==> config.mk <==
export PLATFORM = sky130hd
export DESIGN_NAME = pfc_core
export DESIGN_NICKNAME = d
export VERILOG_FILES = /design/src/hw/pfc_pkg.sv /design/src/hw/pfc_core.sv /design/src/hw/pfc_tx_pause.sv
export SDC_FILE = /design/constraint.sdc
export NUM_CORES = 2
export LEC_CHECK = 0
export ABC_CLOCK_PERIOD_IN_PS = 3800
export BUFFER_PORTS_ARGS = -buffer_cell sky130_fd_sc_hd__buf_2
export CAP_MARGIN = 20
export CELL_PAD_IN_SITES_DETAIL_PLACEMENT = 0
export CELL_PAD_IN_SITES_GLOBAL_PLACEMENT = 1
export CORE_MARGIN = 2
export CORE_UTILIZATION = 40
export DETAILED_ROUTE_END_ITERATION = 16
export GPL_TIMING_DRIVEN = 0
export HOLD_SLACK_MARGIN = 0.03
export PLACE_DENSITY = 0.7
export SLEW_MARGIN = 20
export SYNTH_ARGS = -nofsm -noshare
export SYNTH_HDL_FRONTEND = slang
export SYNTH_SLANG_ARGS = --single-unit
==> constraint.sdc <==
create_clock -name pclk -period 3.8 [get_ports pclk]
set_clock_uncertainty 0.2 [all_clocks]
set_input_delay 0.76 -clock pclk [delete_from_list [all_inputs] [get_ports pclk]]
set_output_delay 0.76 -clock pclk [all_outputs]
set_load 0.02 [all_outputs]
==> src/hw/pfc_pkg.sv <==
// pause frame and fault control: shared constants and types
// Functional notes
// - lf enabled: receiver acts on local fault
// - lf disabled by default: fault codes ignored
// - fault stops receive, cuts packet with error
// - after fault, resume only at start block
// - unicast pause destination, default zero
// - multicast pause destination, default 0180C2000001
// - pause source address compare, default zero
// - global control opcode range, full default
// - global control ethertype, default 8808
// - priority control ethertype and opcode range
// - global pause ethertype 8808, opcode 0001
// - priority pause ethertype 8808, opcode 0101
// - ack check holds pause until acknowledged
// - control frames forwarded or dropped
// - tx global pause addresses configurable
// - tx global pause ethertype and opcode
// - tx priority pause addresses configurable
// - tx priority pause ethertype and opcode
`default_nettype none
package pfc_pkg;
    localparam int NREG = 23;
    localparam int IDX_W = 5;
    localparam logic [IDX_W-1:0] IDX_CTRL = 5'h00;
    localparam logic [IDX_W-1:0] IDX_STATUS = 5'h01;
    localparam logic [IDX_W-1:0] IDX_RX_UCAST_LO = 5'h02;
    localparam logic [IDX_W-1:0] IDX_RX_UCAST_HI = 5'h03;
    localparam logic [IDX_W-1:0] IDX_RX_MCAST_LO = 5'h04;
    localparam logic [IDX_W-1:0] IDX_RX_MCAST_HI = 5'h05;
    localparam logic [IDX_W-1:0] IDX_RX_SA_LO = 5'h06;
    localparam logic [IDX_W-1:0] IDX_RX_SA_HI = 5'h07;
    localparam logic [IDX_W-1:0] IDX_RX_GCP_OP = 5'h08;
    localparam logic [IDX_W-1:0] IDX_RX_PCP_OP = 5'h09;
    localparam logic [IDX_W-1:0] IDX_RX_CTL_ET = 5'h0A;
    localparam logic [IDX_W-1:0] IDX_RX_GPP = 5'h0B;
    localparam logic [IDX_W-1:0] IDX_RX_PPP = 5'h0C;
    localparam logic [IDX_W-1:0] IDX_TX_GPP_DA_LO = 5'h0D;
    localparam logic [IDX_W-1:0] IDX_TX_GPP_DA_HI = 5'h0E;
    localparam logic [IDX_W-1:0] IDX_TX_GPP_SA_LO = 5'h0F;
    localparam logic [IDX_W-1:0] IDX_TX_GPP_SA_HI = 5'h10;
    localparam logic [IDX_W-1:0] IDX_TX_GPP = 5'h11;
    localparam logic [IDX_W-1:0] IDX_TX_PPP_DA_LO = 5'h12;
    localparam logic [IDX_W-1:0] IDX_TX_PPP_DA_HI = 5'h13;
    localparam logic [IDX_W-1:0] IDX_TX_PPP_SA_LO = 5'h14;
    localparam logic [IDX_W-1:0] IDX_TX_PPP_SA_HI = 5'h15;
    localparam logic [IDX_W-1:0] IDX_TX_PPP = 5'h16;
    // control word bits
    localparam int CTRL_LF = 0;
    localparam int CTRL_ACK = 1;
    localparam int CTRL_FWD = 2;
    localparam int CTRL_SAC = 3;
    // status word fields
    localparam int STS_STATE = 0;
    localparam int STS_PEND = 4;
    localparam int STS_INPKT = 16;
    localparam int PAUSE_N = 9;
    localparam int PAUSE_G = 8;
    localparam logic [31:0] RST [NREG] = '{
        32'h0000_0002, 32'h0000_0000, 32'h0000_0000, 32'h0000_0000,
        32'hC200_0001, 32'h0000_0180, 32'h0000_0000, 32'h0000_0000,
        32'hFFFF_0000, 32'hFFFF_0000, 32'h8808_8808, 32'h8808_0001,
        32'h8808_0101, 32'hC200_0001, 32'h0000_0180, 32'h0000_0000,
        32'h0000_0000, 32'h8808_0001, 32'hC200_0001, 32'h0000_0180,
        32'h0000_0000, 32'h0000_0000, 32'h8808_0101};
    localparam logic [31:0] MASK [NREG] = '{
        32'h0000_000F, 32'h0000_0000, 32'hFFFF_FFFF, 32'h0000_FFFF,
        32'hFFFF_FFFF, 32'h0000_FFFF, 32'hFFFF_FFFF, 32'h0000_FFFF,
        32'hFFFF_FFFF, 32'hFFFF_FFFF, 32'hFFFF_FFFF, 32'hFFFF_FFFF,
        32'hFFFF_FFFF, 32'hFFFF_FFFF, 32'h0000_FFFF, 32'hFFFF_FFFF,
        32'h0000_FFFF, 32'hFFFF_FFFF, 32'hFFFF_FFFF, 32'h0000_FFFF,
        32'hFFFF_FFFF, 32'h0000_FFFF, 32'hFFFF_FFFF};
    typedef struct packed {
        logic [47:0] da;
        logic [47:0] sa;
        logic [15:0] etype;
        logic [15:0] opcode;
    } pfc_hdr_t;
    typedef struct packed {
        logic sop;
        logic eop;
        logic err;
        logic [127:0] data;
    } pfc_beat_t;
    typedef enum logic [2:0] {
        ST_RUN = 3'b001,
        ST_FAULT = 3'b010,
        ST_WAIT = 3'b100
    } pfc_state_t;
endpackage
`default_nettype wire

==> src/hw/pfc_core.sv <==
// pause frame classification, fault gating and register file
//
// Chosen here: the APB register port and the address map.
`default_nettype none
module pfc_core #(
    parameter int PAUSE_W = 9
) (
    input wire logic pclk,
    input wire logic presetn,
    input wire logic psel,
    input wire logic penable,
    input wire logic pwrite,
    input wire logic [7:0] paddr,
    input wire logic [31:0] pwdata,
    output logic [31:0] prdata,
    output logic pready,
    output logic pslverr,
    input wire logic line_valid,
    input wire pfc_pkg::pfc_beat_t line_beat,
    input wire logic local_fault_indication,
    input wire logic line_start_block,
    output logic user_packet_bus_valid,
    output pfc_pkg::pfc_beat_t user_packet_bus_beat,
    output logic [PAUSE_W-1:0] rx_pause_req,
    input wire logic [PAUSE_W-1:0] rx_pause_ack,
    input wire logic tx_pause_global_req,
    input wire logic tx_pause_prio_req,
    input wire logic tx_pause_ready,
    output logic tx_pause_valid,
    output pfc_pkg::pfc_hdr_t tx_pause_hdr,
    output logic tx_pause_is_prio
);

    // ----------------------------------------
    // parameter check
    // ----------------------------------------
    if (PAUSE_W != pfc_pkg::PAUSE_N) begin : g_bad_w
        $error("pause width must be nine");
    end

    // ----------------------------------------
    // register file
    // ----------------------------------------
    logic [31:0] cfg_reg [pfc_pkg::NREG];
    logic [31:0] prdata_reg;
    logic pslverr_reg;
    logic [31:0] status_word;
    logic [31:0] rd_word;
    logic [pfc_pkg::IDX_W-1:0] idx;
    logic mapped;
    logic setup;
    logic wr_en;

    assign idx = paddr[6:2];
    assign mapped = (paddr[1:0] == 2'h0) && !paddr[7]
        && (idx < pfc_pkg::IDX_W'(pfc_pkg::NREG));
    assign setup = psel && !penable;
    assign wr_en = psel && penable && pwrite && mapped
        && (idx != pfc_pkg::IDX_STATUS);
    assign rd_word = !mapped ? 32'h0000_0000
        : (idx == pfc_pkg::IDX_STATUS) ? status_word
        : cfg_reg[idx];

    always_ff @(posedge pclk or negedge presetn) begin
        if (!presetn) begin
            for (int i = 0; i < pfc_pkg::NREG; i++) begin
                cfg_reg[i] <= pfc_pkg::RST[i];
            end
        end else if (wr_en) begin
            cfg_reg[idx] <= pwdata & pfc_pkg::MASK[idx];
        end
    end

    always_ff @(posedge pclk or negedge presetn) begin
        if (!presetn) begin
            prdata_reg <= 32'h0000_0000;
            pslverr_reg <= 1'b0;
        end else if (setup) begin
            prdata_reg <= pwrite ? 32'h0000_0000 : rd_word;
            pslverr_reg <= !mapped;
        end
    end

    assign prdata = prdata_reg;
    assign pslverr = pslverr_reg && psel && penable;
    assign pready = 1'b1;

    // ----------------------------------------
    // configuration fields
    // ----------------------------------------
    logic rx_local_fault_process_en;
    logic rx_check_ack;
    logic rx_forward_control;
    logic rx_source_check_en;
    logic [47:0] rx_pause_dest_unicast;
    logic [47:0] rx_pause_dest_multicast;
    logic [47:0] rx_pause_source_addr;
    logic [15:0] rx_global_ctrl_opcode_lo;
    logic [15:0] rx_global_ctrl_opcode_hi;
    logic [15:0] rx_global_ctrl_ethertype;
    logic [15:0] rx_prio_ctrl_ethertype;
    logic [15:0] rx_prio_ctrl_opcode_lo;
    logic [15:0] rx_prio_ctrl_opcode_hi;
    logic [15:0] rx_global_pause_ethertype;
    logic [15:0] rx_global_pause_opcode;
    logic [15:0] rx_prio_pause_ethertype;
    logic [15:0] rx_prio_pause_opcode;
    pfc_pkg::pfc_hdr_t tx_gpp_hdr;
    pfc_pkg::pfc_hdr_t tx_ppp_hdr;

    assign rx_local_fault_process_en =
        cfg_reg[pfc_pkg::IDX_CTRL][pfc_pkg::CTRL_LF];
    assign rx_check_ack = cfg_reg[pfc_pkg::IDX_CTRL][pfc_pkg::CTRL_ACK];
    assign rx_forward_control = cfg_reg[pfc_pkg::IDX_CTRL][pfc_pkg::CTRL_FWD];
    assign rx_source_check_en = cfg_reg[pfc_pkg::IDX_CTRL][pfc_pkg::CTRL_SAC];
    assign rx_pause_dest_unicast = {cfg_reg[pfc_pkg::IDX_RX_UCAST_HI][15:0],
        cfg_reg[pfc_pkg::IDX_RX_UCAST_LO]};
    assign rx_pause_dest_multicast = {cfg_reg[pfc_pkg::IDX_RX_MCAST_HI][15:0],
        cfg_reg[pfc_pkg::IDX_RX_MCAST_LO]};
    assign rx_pause_source_addr = {cfg_reg[pfc_pkg::IDX_RX_SA_HI][15:0],
        cfg_reg[pfc_pkg::IDX_RX_SA_LO]};
    assign rx_global_ctrl_opcode_lo = cfg_reg[pfc_pkg::IDX_RX_GCP_OP][15:0];
    assign rx_global_ctrl_opcode_hi = cfg_reg[pfc_pkg::IDX_RX_GCP_OP][31:16];
    assign rx_prio_ctrl_opcode_lo = cfg_reg[pfc_pkg::IDX_RX_PCP_OP][15:0];
    assign rx_prio_ctrl_opcode_hi = cfg_reg[pfc_pkg::IDX_RX_PCP_OP][31:16];
    assign rx_global_ctrl_ethertype = cfg_reg[pfc_pkg::IDX_RX_CTL_ET][15:0];
    assign rx_prio_ctrl_ethertype = cfg_reg[pfc_pkg::IDX_RX_CTL_ET][31:16];
    assign rx_global_pause_ethertype = cfg_reg[pfc_pkg::IDX_RX_GPP][31:16];
    assign rx_global_pause_opcode = cfg_reg[pfc_pkg::IDX_RX_GPP][15:0];
    assign rx_prio_pause_ethertype = cfg_reg[pfc_pkg::IDX_RX_PPP][31:16];
    assign rx_prio_pause_opcode = cfg_reg[pfc_pkg::IDX_RX_PPP][15:0];

    assign tx_gpp_hdr.da = {cfg_reg[pfc_pkg::IDX_TX_GPP_DA_HI][15:0],
        cfg_reg[pfc_pkg::IDX_TX_GPP_DA_LO]};
    assign tx_gpp_hdr.sa = {cfg_reg[pfc_pkg::IDX_TX_GPP_SA_HI][15:0],
        cfg_reg[pfc_pkg::IDX_TX_GPP_SA_LO]};
    assign tx_gpp_hdr.etype = cfg_reg[pfc_pkg::IDX_TX_GPP][31:16];
    assign tx_gpp_hdr.opcode = cfg_reg[pfc_pkg::IDX_TX_GPP][15:0];
    assign tx_ppp_hdr.da = {cfg_reg[pfc_pkg::IDX_TX_PPP_DA_HI][15:0],
        cfg_reg[pfc_pkg::IDX_TX_PPP_DA_LO]};
    assign tx_ppp_hdr.sa = {cfg_reg[pfc_pkg::IDX_TX_PPP_SA_HI][15:0],
        cfg_reg[pfc_pkg::IDX_TX_PPP_SA_LO]};
    assign tx_ppp_hdr.etype = cfg_reg[pfc_pkg::IDX_TX_PPP][31:16];
    assign tx_ppp_hdr.opcode = cfg_reg[pfc_pkg::IDX_TX_PPP][15:0];

    // ----------------------------------------
    // header classification
    // ----------------------------------------
    pfc_pkg::pfc_hdr_t hdr;
    logic da_hit;
    logic sa_hit;
    logic is_gpp;
    logic is_ppp;
    logic is_gcp;
    logic is_pcp;
    logic is_ctrl;

    assign hdr = line_beat.data;
    assign da_hit = (hdr.da == rx_pause_dest_unicast)
        || (hdr.da == rx_pause_dest_multicast);
    assign sa_hit = !rx_source_check_en
        || (hdr.sa == rx_pause_source_addr);
    assign is_gpp = da_hit && sa_hit
        && (hdr.etype == rx_global_pause_ethertype)
        && (hdr.opcode == rx_global_pause_opcode);
    assign is_ppp = da_hit && sa_hit
        && (hdr.etype == rx_prio_pause_ethertype)
        && (hdr.opcode == rx_prio_pause_opcode);
    assign is_gcp = (hdr.etype == rx_global_ctrl_ethertype)
        && (hdr.opcode >= rx_global_ctrl_opcode_lo)
        && (hdr.opcode <= rx_global_ctrl_opcode_hi);
    assign is_pcp = (hdr.etype == rx_prio_ctrl_ethertype)
        && (hdr.opcode >= rx_prio_ctrl_opcode_lo)
        && (hdr.opcode <= rx_prio_ctrl_opcode_hi);
    assign is_ctrl = is_gcp || is_pcp || is_gpp || is_ppp;

    // ----------------------------------------
    // local fault state machine
    // ----------------------------------------
    pfc_pkg::pfc_state_t st_reg;
    pfc_pkg::pfc_state_t st_next;
    logic fault_now;

    assign fault_now = rx_local_fault_process_en
        && local_fault_indication;

    always_comb begin
        st_next = st_reg;
        case (st_reg)
            pfc_pkg::ST_RUN: begin
                if (fault_now) begin
                    st_next = pfc_pkg::ST_FAULT;
                end
            end
            pfc_pkg::ST_FAULT: begin
                if (!fault_now) begin
                    st_next = pfc_pkg::ST_WAIT;
                end
            end
            pfc_pkg::ST_WAIT: begin
                if (fault_now) begin
                    st_next = pfc_pkg::ST_FAULT;
                end else if (line_start_block) begin
                    st_next = pfc_pkg::ST_RUN;
                end
            end
            default: begin
                st_next = pfc_pkg::ST_RUN;
            end
        endcase
    end

    always_ff @(posedge pclk or negedge presetn) begin
        if (!presetn) begin
            st_reg <= pfc_pkg::ST_RUN;
        end else begin
            st_reg <= st_next;
        end
    end

    // ----------------------------------------
    // packet path
    // ----------------------------------------
    logic in_pkt_reg;
    logic in_pkt_next;
    logic drop_reg;
    logic drop_next;
    logic take;
    logic start;
    logic cont;
    logic drop_now;
    logic cut;
    logic out_valid_next;
    pfc_pkg::pfc_beat_t cut_beat;

    assign take = line_valid && (st_reg == pfc_pkg::ST_RUN)
        && !fault_now;
    assign start = take && line_beat.sop;
    assign cont = take && !line_beat.sop && in_pkt_reg;
    assign drop_now = start ? (is_ctrl && !rx_forward_control)
        : drop_reg;
    assign cut = in_pkt_reg && (st_reg == pfc_pkg::ST_RUN)
        && fault_now;
    assign cut_beat = '{sop: 1'b0, eop: 1'b1, err: 1'b1,
        data: 128'h0};
    assign out_valid_next = cut ? !drop_reg
        : ((start || cont) && !drop_now);
    assign in_pkt_next = cut ? 1'b0
        : (start || cont) ? !line_beat.eop
        : in_pkt_reg;
    assign drop_next = start ? drop_now : drop_reg;

    always_ff @(posedge pclk or negedge presetn) begin
        if (!presetn) begin
            in_pkt_reg <= 1'b0;
            drop_reg <= 1'b0;
            user_packet_bus_valid <= 1'b0;
            user_packet_bus_beat <= '0;
        end else begin
            in_pkt_reg <= in_pkt_next;
            drop_reg <= drop_next;
            user_packet_bus_valid <= out_valid_next;
            if (out_valid_next) begin
                user_packet_bus_beat <= cut ? cut_beat : line_beat;
            end
        end
    end

    // ----------------------------------------
    // received pause requests
    // ----------------------------------------
    logic [PAUSE_W-1:0] pend_reg;
    logic [PAUSE_W-1:0] pend_next;
    logic [PAUSE_W-1:0] pend_set;
    logic [PAUSE_W-1:0] pend_clr;

    assign pend_set = {start && is_gpp,
        {(PAUSE_W-1){start && is_ppp}}};
    assign pend_clr = rx_check_ack ? rx_pause_ack
        : {PAUSE_W{1'b1}};
    assign pend_next = (pend_reg & ~pend_clr) | pend_set;

    always_ff @(posedge pclk or negedge presetn) begin
        if (!presetn) begin
            pend_reg <= '0;
        end else begin
            pend_reg <= pend_next;
        end
    end

    assign rx_pause_req = pend_reg;

    // ----------------------------------------
    // status word
    // ----------------------------------------
    always_comb begin
        status_word = 32'h0000_0000;
        status_word[pfc_pkg::STS_STATE +: 3] = st_reg;
        status_word[pfc_pkg::STS_PEND +: PAUSE_W] = pend_reg;
        status_word[pfc_pkg::STS_INPKT] = in_pkt_reg;
    end

    // ----------------------------------------
    // transmit pause composer
    // ----------------------------------------
    pfc_tx_pause u_tx_pause (
        .pclk(pclk),
        .presetn(presetn),
        .global_req(tx_pause_global_req),
        .prio_req(tx_pause_prio_req),
        .gpp_hdr(tx_gpp_hdr),
        .ppp_hdr(tx_ppp_hdr),
        .hdr_ready(tx_pause_ready),
        .hdr_valid(tx_pause_valid),
        .hdr(tx_pause_hdr),
        .hdr_is_prio(tx_pause_is_prio)
    );

endmodule
`default_nettype wire

==> src/hw/pfc_tx_pause.sv <==
// transmit pause header composer
`default_nettype none
module pfc_tx_pause (
    input wire logic pclk,
    input wire logic presetn,
    input wire logic global_req,
    input wire logic prio_req,
    input wire pfc_pkg::pfc_hdr_t gpp_hdr,
    input wire pfc_pkg::pfc_hdr_t ppp_hdr,
    input wire logic hdr_ready,
    output logic hdr_valid,
    output pfc_pkg::pfc_hdr_t hdr,
    output logic hdr_is_prio
);
    logic gpend_reg;
    logic ppend_reg;
    logic gpend_next;
    logic ppend_next;
    logic load;
    logic valid_next;
    assign load = (!hdr_valid || hdr_ready) && (gpend_reg || ppend_reg);
    // request set wins over consume
    assign gpend_next = global_req || (gpend_reg && !(load && gpend_reg));
    assign ppend_next = prio_req || (ppend_reg && !(load && !gpend_reg));
    assign valid_next = load || (hdr_valid && !hdr_ready);
    always_ff @(posedge pclk or negedge presetn) begin
        if (!presetn) begin
            gpend_reg <= 1'b0;
            ppend_reg <= 1'b0;
            hdr_valid <= 1'b0;
            hdr <= '0;
            hdr_is_prio <= 1'b0;
        end else begin
            gpend_reg <= gpend_next;
            ppend_reg <= ppend_next;
            hdr_valid <= valid_next;
            if (load) begin
                hdr <= gpend_reg ? gpp_hdr : ppp_hdr;
                hdr_is_prio <= !gpend_reg;
            end
        end
    end
endmodule
`default_nettype wire
== Yosys cells after proc, flatten, opt, wreduce, memory -nomap -nowiden ==
Memory sizes are Yosys's and may differ from the RTL's.
Cells that the tools add are included.

* Magnitude comparators: 7
* Equal/unequal tests: 17
* Muxes and demuxes: 23
* Bitwise gates (word level): 5
* Reductions and logical operators: 66

{| class="wikitable"
|+ Operator list
! operator !! number
|-
| bitwise mux 736 bit || 1
|-
| two-way mux 32 bit || 8
|-
| binary-select mux 32 bit (select 5 bit) || 1
|-
| demux 32 bit (select 5 bit) || 1
|-
| == test 48 bit || 3
|-
| two-way mux 131 bit || 1
|-
| two-way mux 128 bit || 1
|-
| == test 16 bit || 6
|-
| logical AND 1 bit || 37
|-
| bitwise AND 32 bit || 1
|-
| >= comparator 16 bit || 2
|-
| less-or-equal comparator 16 bit || 2
|-
| logical NOT 1 bit || 15
|-
| two-way mux 3 bit || 4
|-
| logical OR 1 bit || 11
|-
| bitwise AND 9 bit || 1
|-
| two-way mux 9 bit || 1
|-
| NOT 9 bit || 1
|-
| OR 9 bit || 1
|-
| one-hot mux 3 bit (3 select lines) || 1
|-
| >= comparator 6 bit, second input constant || 1
|-
| < comparator 6 x 1 -> 1 bit, second input constant || 1
|-
| NOT 5 -> 6 bit || 1
|-
| == test 5 x 1 -> 1 bit, second input constant || 1
|-
| other kinds (11) || 15
|}

* Bits in registers: 1047
* ROM bits: 1024
* Bits of input ports: 191
* Output and inout bits: 305
* Logic and storage cells: 161
* Memories: 1

{| class="wikitable"
|+ Memory list
! memory !! depth !! width !! read ports !! clocked after Yosys merged registers in !! wr ports !! RTL line !! RTL
|-
| (name not given) || 32 || 32 || 1 || 0 || 0 || pfc_core.sv:70 || <nowiki>cfg_reg[idx] <= pwdata & pfc_pkg::MASK[idx];</nowiki>
|}

== Longest topological paths before layout ==
* Word-level depth: 12
* Depth in mapped cells: 15
* Depth with buffers taken out: 10

== Hierarchy ==
Synthesis repeated with hierarchy kept, for this count alone.

* Cell total of the unflattened synthesis: 4315
* Area, all modules: 52096.2 um2

{| class="wikitable"
|+ Modules (own cells, without submodules)
! module !! times used !! cells an instance !! area an instance (um2) !! sequential area each (um2)
|-
| pfc_core || 1 || 3889 || 44820.5 || 22992.1
|-
| pfc_tx_pause || 1 || 426 || 7275.7 || 3303.2
|}

== Least setup slack after synthesis ==
Ideal clock, no wire load.

* Path type: input to register
* Start point: input port line_beat[0] in the netlist's numbering
* End point: register user_packet_bus_beat[128] in the netlist's numbering
* Library setup time: 0.125 ns
* Arrival: 2.956 ns
* Required time: 3.475 ns
* Path slack: 0.519 ns
* Stages on the path: 11
* Path buffers: 1
* Cells stage by stage: inv_1 > ha_1 > nand2b_1 > a2111o_1 > a32oi_1 > o211ai_1 > a32oi_2 > nand3_2 > a21oi_2 > buf_6 > mux2_2

* Longest elaborated chain between the ends: 11
* Elaborated cells between the ends (all ways): 20
* Those cells by class: 4 x order compare; 2 x eq/ne; 2 x mux; 12 x reduce/logical

{| class="wikitable"
|+ RTL lines
! what !! RTL line !! RTL
|-
| start, declared || pfc_core.sv:19 || <nowiki>input wire pfc_pkg::pfc_beat_t line_beat,</nowiki>
|-
| >= comparator 16 bit (on tied branches) || pfc_core.sv:170, pfc_core.sv:173 ||
|-
| logical AND 1 bit (on tied branches) || pfc_core.sv:170, pfc_core.sv:173 ||
|-
| logical AND 1 bit (on tied branches) || pfc_core.sv:171, pfc_core.sv:174 ||
|-
| logical OR 1 bit (2 in a row) || pfc_core.sv:175 || <nowiki>assign is_ctrl = is_gcp || is_pcp || is_gpp || is_ppp;</nowiki>
|-
| logical OR 1 bit * || pfc_core.sv:175 ||
|-
| logical AND 1 bit * || pfc_core.sv:240 || <nowiki>assign drop_now = start ? (is_ctrl && !rx_forward_control)</nowiki>
|-
| two-way mux 1 bit * || pfc_core.sv:240 ||
|-
| logical NOT 1 bit * || pfc_core.sv:247 || <nowiki>: ((start || cont) && !drop_now);</nowiki>
|-
| logical AND 1 bit * || pfc_core.sv:247 ||
|-
| two-way mux 1 bit * || pfc_core.sv:246 || <nowiki>assign out_valid_next = cut ? !drop_reg</nowiki>
|-
| end signal, assigned || pfc_core.sv:264 || <nowiki>user_packet_bus_beat <= cut ? cut_beat : line_beat;</nowiki>
|-
| end, declared || pfc_core.sv:23 || <nowiki>output pfc_pkg::pfc_beat_t user_packet_bus_beat,</nowiki>
|}

Every way passes the cells marked *; elsewhere a longest branch is shown, timed or not.
A chain may end at the register's enable or synchronous reset.

== Worst setup path after layout ==
* Start point: input port paddr[3]
* End point: register prdata_reg[17], in the netlist prdata[17]

* Longest elaborated chain between the ends: 7
* Elaborated cells between the ends (all ways): 10
* Those cells by class: 1 x order compare; 1 x eq/ne; 6 x mux; 1 x bitwise; 1 x reduce/logical

{| class="wikitable"
|+ RTL lines
! what !! RTL line !! RTL
|-
| start, declared || pfc_core.sv:13 || <nowiki>input wire logic [7:0] paddr,</nowiki>
|-
| NOT 5 -> 6 bit (implied by the code) || pfc_core.sv:62 || <nowiki>: cfg_reg[idx];</nowiki>
|-
| binary-select mux 32 bit (select 5 bit) || pfc_core.sv:62 ||
|-
| two-way mux 32 bit (implied by the code) (2 in a row) || pfc_core.sv:62 ||
|-
| two-way mux 32 bit || pfc_core.sv:61 || <nowiki>: (idx == pfc_pkg::IDX_STATUS) ? status_word</nowiki>
|-
| two-way mux 32 bit * || pfc_core.sv:60 || <nowiki>assign rd_word = !mapped ? 32'h0000_0000</nowiki>
|-
| two-way mux 32 bit * || pfc_core.sv:79 || <nowiki>prdata_reg <= pwrite ? 32'h0000_0000 : rd_word;</nowiki>
|-
| end signal, assigned || pfc_core.sv:79 ||
|-
| end, declared || pfc_core.sv:45 || <nowiki>logic [31:0] prdata_reg;</nowiki>
|}

Every way passes the cells marked *; elsewhere a longest branch is shown, timed or not. The select of a mux whose other input is x is not followed.

==> results_dict.tcl <==
set metrics [dict create \
    synth_edf_count 0 \
    row_count 129 \
    num-nets-final 5731 \
    syn_area_sq_mm 0.0498 \
    start_util_pct 40.3 \
    place_area_sq_mm 0.0547 \
    start_kind "input port" \
    crit_top_cell "buf_2" \
    max_stage_delay_ns 0.61 \
    htreeDepth 3 \
    cpLargestDelayFamily "buffers and inverters" \
    gp_congestion 0.980 \
    synthToLayoutAreaGrowth_pct 18.5 \
    period_share_pct 102 \
    dieArea_sq_mm 0.127 \
    grt_pass1_wl_um 310000 \
    crit_slowest_cell "clkdlybuf4s15_2" \
    antenna_left 0 \
    yosysWarnings 0 \
    clkPwrFrac_pct 44.3 \
    worst-path-stages 10 \
    largest_reg_flops 736 \
    grt_max_degree 138 \
    grt_usage_pct 34.5 \
    detail_route.first_pass.iterations 6 \
    coreArea_sq_mm 0.124 \
    syn_area_per_cell_sq_um 10.3 \
    failed_checks "negative hold slack, negative setup slack" \
    tightest_slew_ns 1.17 \
    arrival_ns 4.25 \
    root_buffer "clkbuf_16" \
    reg2reg_from "cfg_reg[537]$_DFFE_PN0P_" \
    power_density_mw_per_mm2 450 \
    crit_buf_inv 5 \
    grt_pass1_vias 40400 \
    seq_area_frac_synth_pct 52.7 \
    critPathRequiredTime_ns 4.18 \
    slew_violations 0 \
    drt-total-wl_um 222000 \
    synth_cell_types 68 \
    synth_seq_cells 1047 \
    final_common_cell "nand2_1" \
    wire_per_inst_um 30.8 \
    min_period_ns 3.88 \
    clkSinkCount 1047 \
    comb_power_share_pct 11.7 \
    r2r_cells 11 \
    utilization_pct 47.8 \
    fill_cells 12000 \
    fin_area_sq_mm 0.0591 \
    cp-end-kind "flop" \
    drtIter0Drc 5050 \
    drive_gt1_share_pct 20.9 \
    peakVddDrop_mv 0.370 \
    crit_type "input port to flop" \
    drv_cap 0 \
    cp_cell_sequence "buf_2, buf_2, buf_2, clkbuf_4, clkdlybuf4s15_2, mux4_2, nand2_1, nand2_1, a21oi_1, o21ai_0" \
    synthCells 4837 \
    relSlewSlack_pct 21.7 \
    status "finished with violations" \
    die_h_um 357 \
    pwr-share-seq_pct 44.0 \
    crit_fanout 10 \
    num_vias 41900 \
    final_cell_mix "1,098 x nand2_1, 970 x dfrtp_1, 882 x o21ai_0" \
    antenna_found_initial 17 \
    async_flop_share_pct 100 \
    regToRegEndpoint "user_packet_bus_beat[110]$_DFFE_PN0P_" \
    worst_slack_ns -0.0764 \
    via_per_inst 5.81 \
    switching_share_pct 28.0 \
    clockBufferDepth 3 \
    gr-total-overflow 0 \
    finalSetupViolCount 7 \
    fmax_ghz 0.258 \
    internal_power_w 0.0191 \
    clk_latency_ns 0.74 \
    dieWidth_um 357 \
    cts_tree "built" \
    hold_path.class "input port to asynchronous set/reset pin" \
    synth_ff_type "dfrtp_1" \
    rrSetupSlack_ns -0.01 \
    drc 0 \
    fin_hold_ws_ns -0.113 \
    dp_hpwl_um 174000 \
    crit_start "paddr[3]" \
    switching_power_w 0.00746 \
    synth_nets 5097 \
    final_hold_viol_count 123 \
    leakage_nw 27.3 \
    cts_made_buffers 114 \
    holdBufCountCts 9 \
    clk_pin_slew_ns 0.06 \
    port_buffers 478 \
    io_pins 496 \
]
[worst max path at each step]
stage / end
global route: user_packet_bus_beat[119]$_DFFE_PN0P_
global placement: user_packet_bus_beat[128]$_DFFE_PN0P_
CTS: prdata[2]$_DFFE_PN0P_
finish: prdata[17]$_DFFE_PN0P_
floorplan: user_packet_bus_beat[128]$_DFFE_PN0P_
detailed placement: user_packet_bus_beat[30]$_DFFE_PN0P_
[Yosys cell counts, drive strengths merged (5+ instances only)]
| cell | instances | area (sq um) |
|---|---|---|
| nand2 | 1113 | 4220 |
| dfrtp | 971 | 24300 |
| o21ai | 899 | 4500 |
| clkbuf | 293 | 1100 |
| mux2i | 289 | 2890 |
| inv | 196 | 736 |
| xnor2 | 176 | 1540 |
| mux4 | 163 | 3670 |
| buf | 115 | 651 |
| dfstp | 76 | 2000 |
| ha | 69 | 863 |
| nand4 | 66 | 413 |
| xor2 | 65 | 569 |
| a21oi | 54 | 274 |
| nor2 | 48 | 196 |
| mux2 | 33 | 372 |
| nor4 | 30 | 203 |
| and2 | 19 | 119 |
| a221oi | 18 | 158 |
| o22ai | 14 | 87.6 |
| nand3 | 13 | 85.1 |
| o211ai | 13 | 97.6 |
| o32ai | 12 | 105 |
| a221o | 10 | 100 |
| nor3 | 9 | 45.0 |
| nand2b | 7 | 43.8 |
| a22oi | 6 | 45.0 |
| a31oi | 5 | 31.3 |
| and3 | 5 | 31.3 |
| nor2b | 5 | 31.3 |
[per-layer routing]
metal	up-vias	global-route usage, %	wire length (um)
met5	-	0.519	121
met1	21600	48.3	92400
met3	355	9.35	23700
met4	8	12.9	9440
met2	2099	51.3	96600
li1	17800	-	-
[through the flow]
stage	setup WS [ns]	TNS (ns)	instances	power [W]
4_1_cts	0.000102	0	7207	0.0266
3_3_place_gp	-22.28	-	6952	0.0149
3_5_place_dp	-1.47	-944.91	6967	0.0149
2_1_floorplan	0.519	0	4837	0.0133
6_report	-0.0764	-0.253	7215	0.0266
5_1_grt	-0.0389	-0.572	7211	0.0273
[power by group through the flow]
| stage | registers (W) | logic, W | clock network (W) |
|---|---|---|---|
| after floorplan | 0.0122 | 0.00117 | 0 |
| final | 0.0117 | 0.00312 | 0.0118 |
| after CTS | 0.0117 | 0.00307 | 0.0118 |
| after global placement | 0.0119 | 0.00297 | 0 |
| after global routing | 0.0117 | 0.00329 | 0.0123 |
| after detailed placement | 0.0119 | 0.00304 | 0 |
[cell families after synthesis]
family	share of synthesized area [%]
DFF	52.7
and+or+nand+nor	10.9
muxes	13.9
xor gates and xnor gates	4.23
other	0.00752
AOI/OAI and AO/OA	11.4
buffers and inverters	4.99
adders and majority gates	1.73
[area by class of cell]
type	instances	area, sq um	share of cell area, %
flip-flops and latches	1047	26300	44.5
multi-input cells	3185	21100	35.8
clock buffers	171	3330	5.63
repair buffers	518	3020	5.11
well taps	1637	2050	3.47
plain buffers	408	1890	3.21
inverters	197	739	1.25
clock inverters	47	586	0.991
diodes	5	12.5	0.0212
[what timing repair did]
action,4_1_cts,5_1_grt
endpoints found under the setup margin,799,829
buffers inserted,13,1
pin swaps,3,2
resized for setup,26,86
gates cloned,0,2
hold endpoints to repair,132,121
Note: power is estimated with default switching activity, not from simulation.
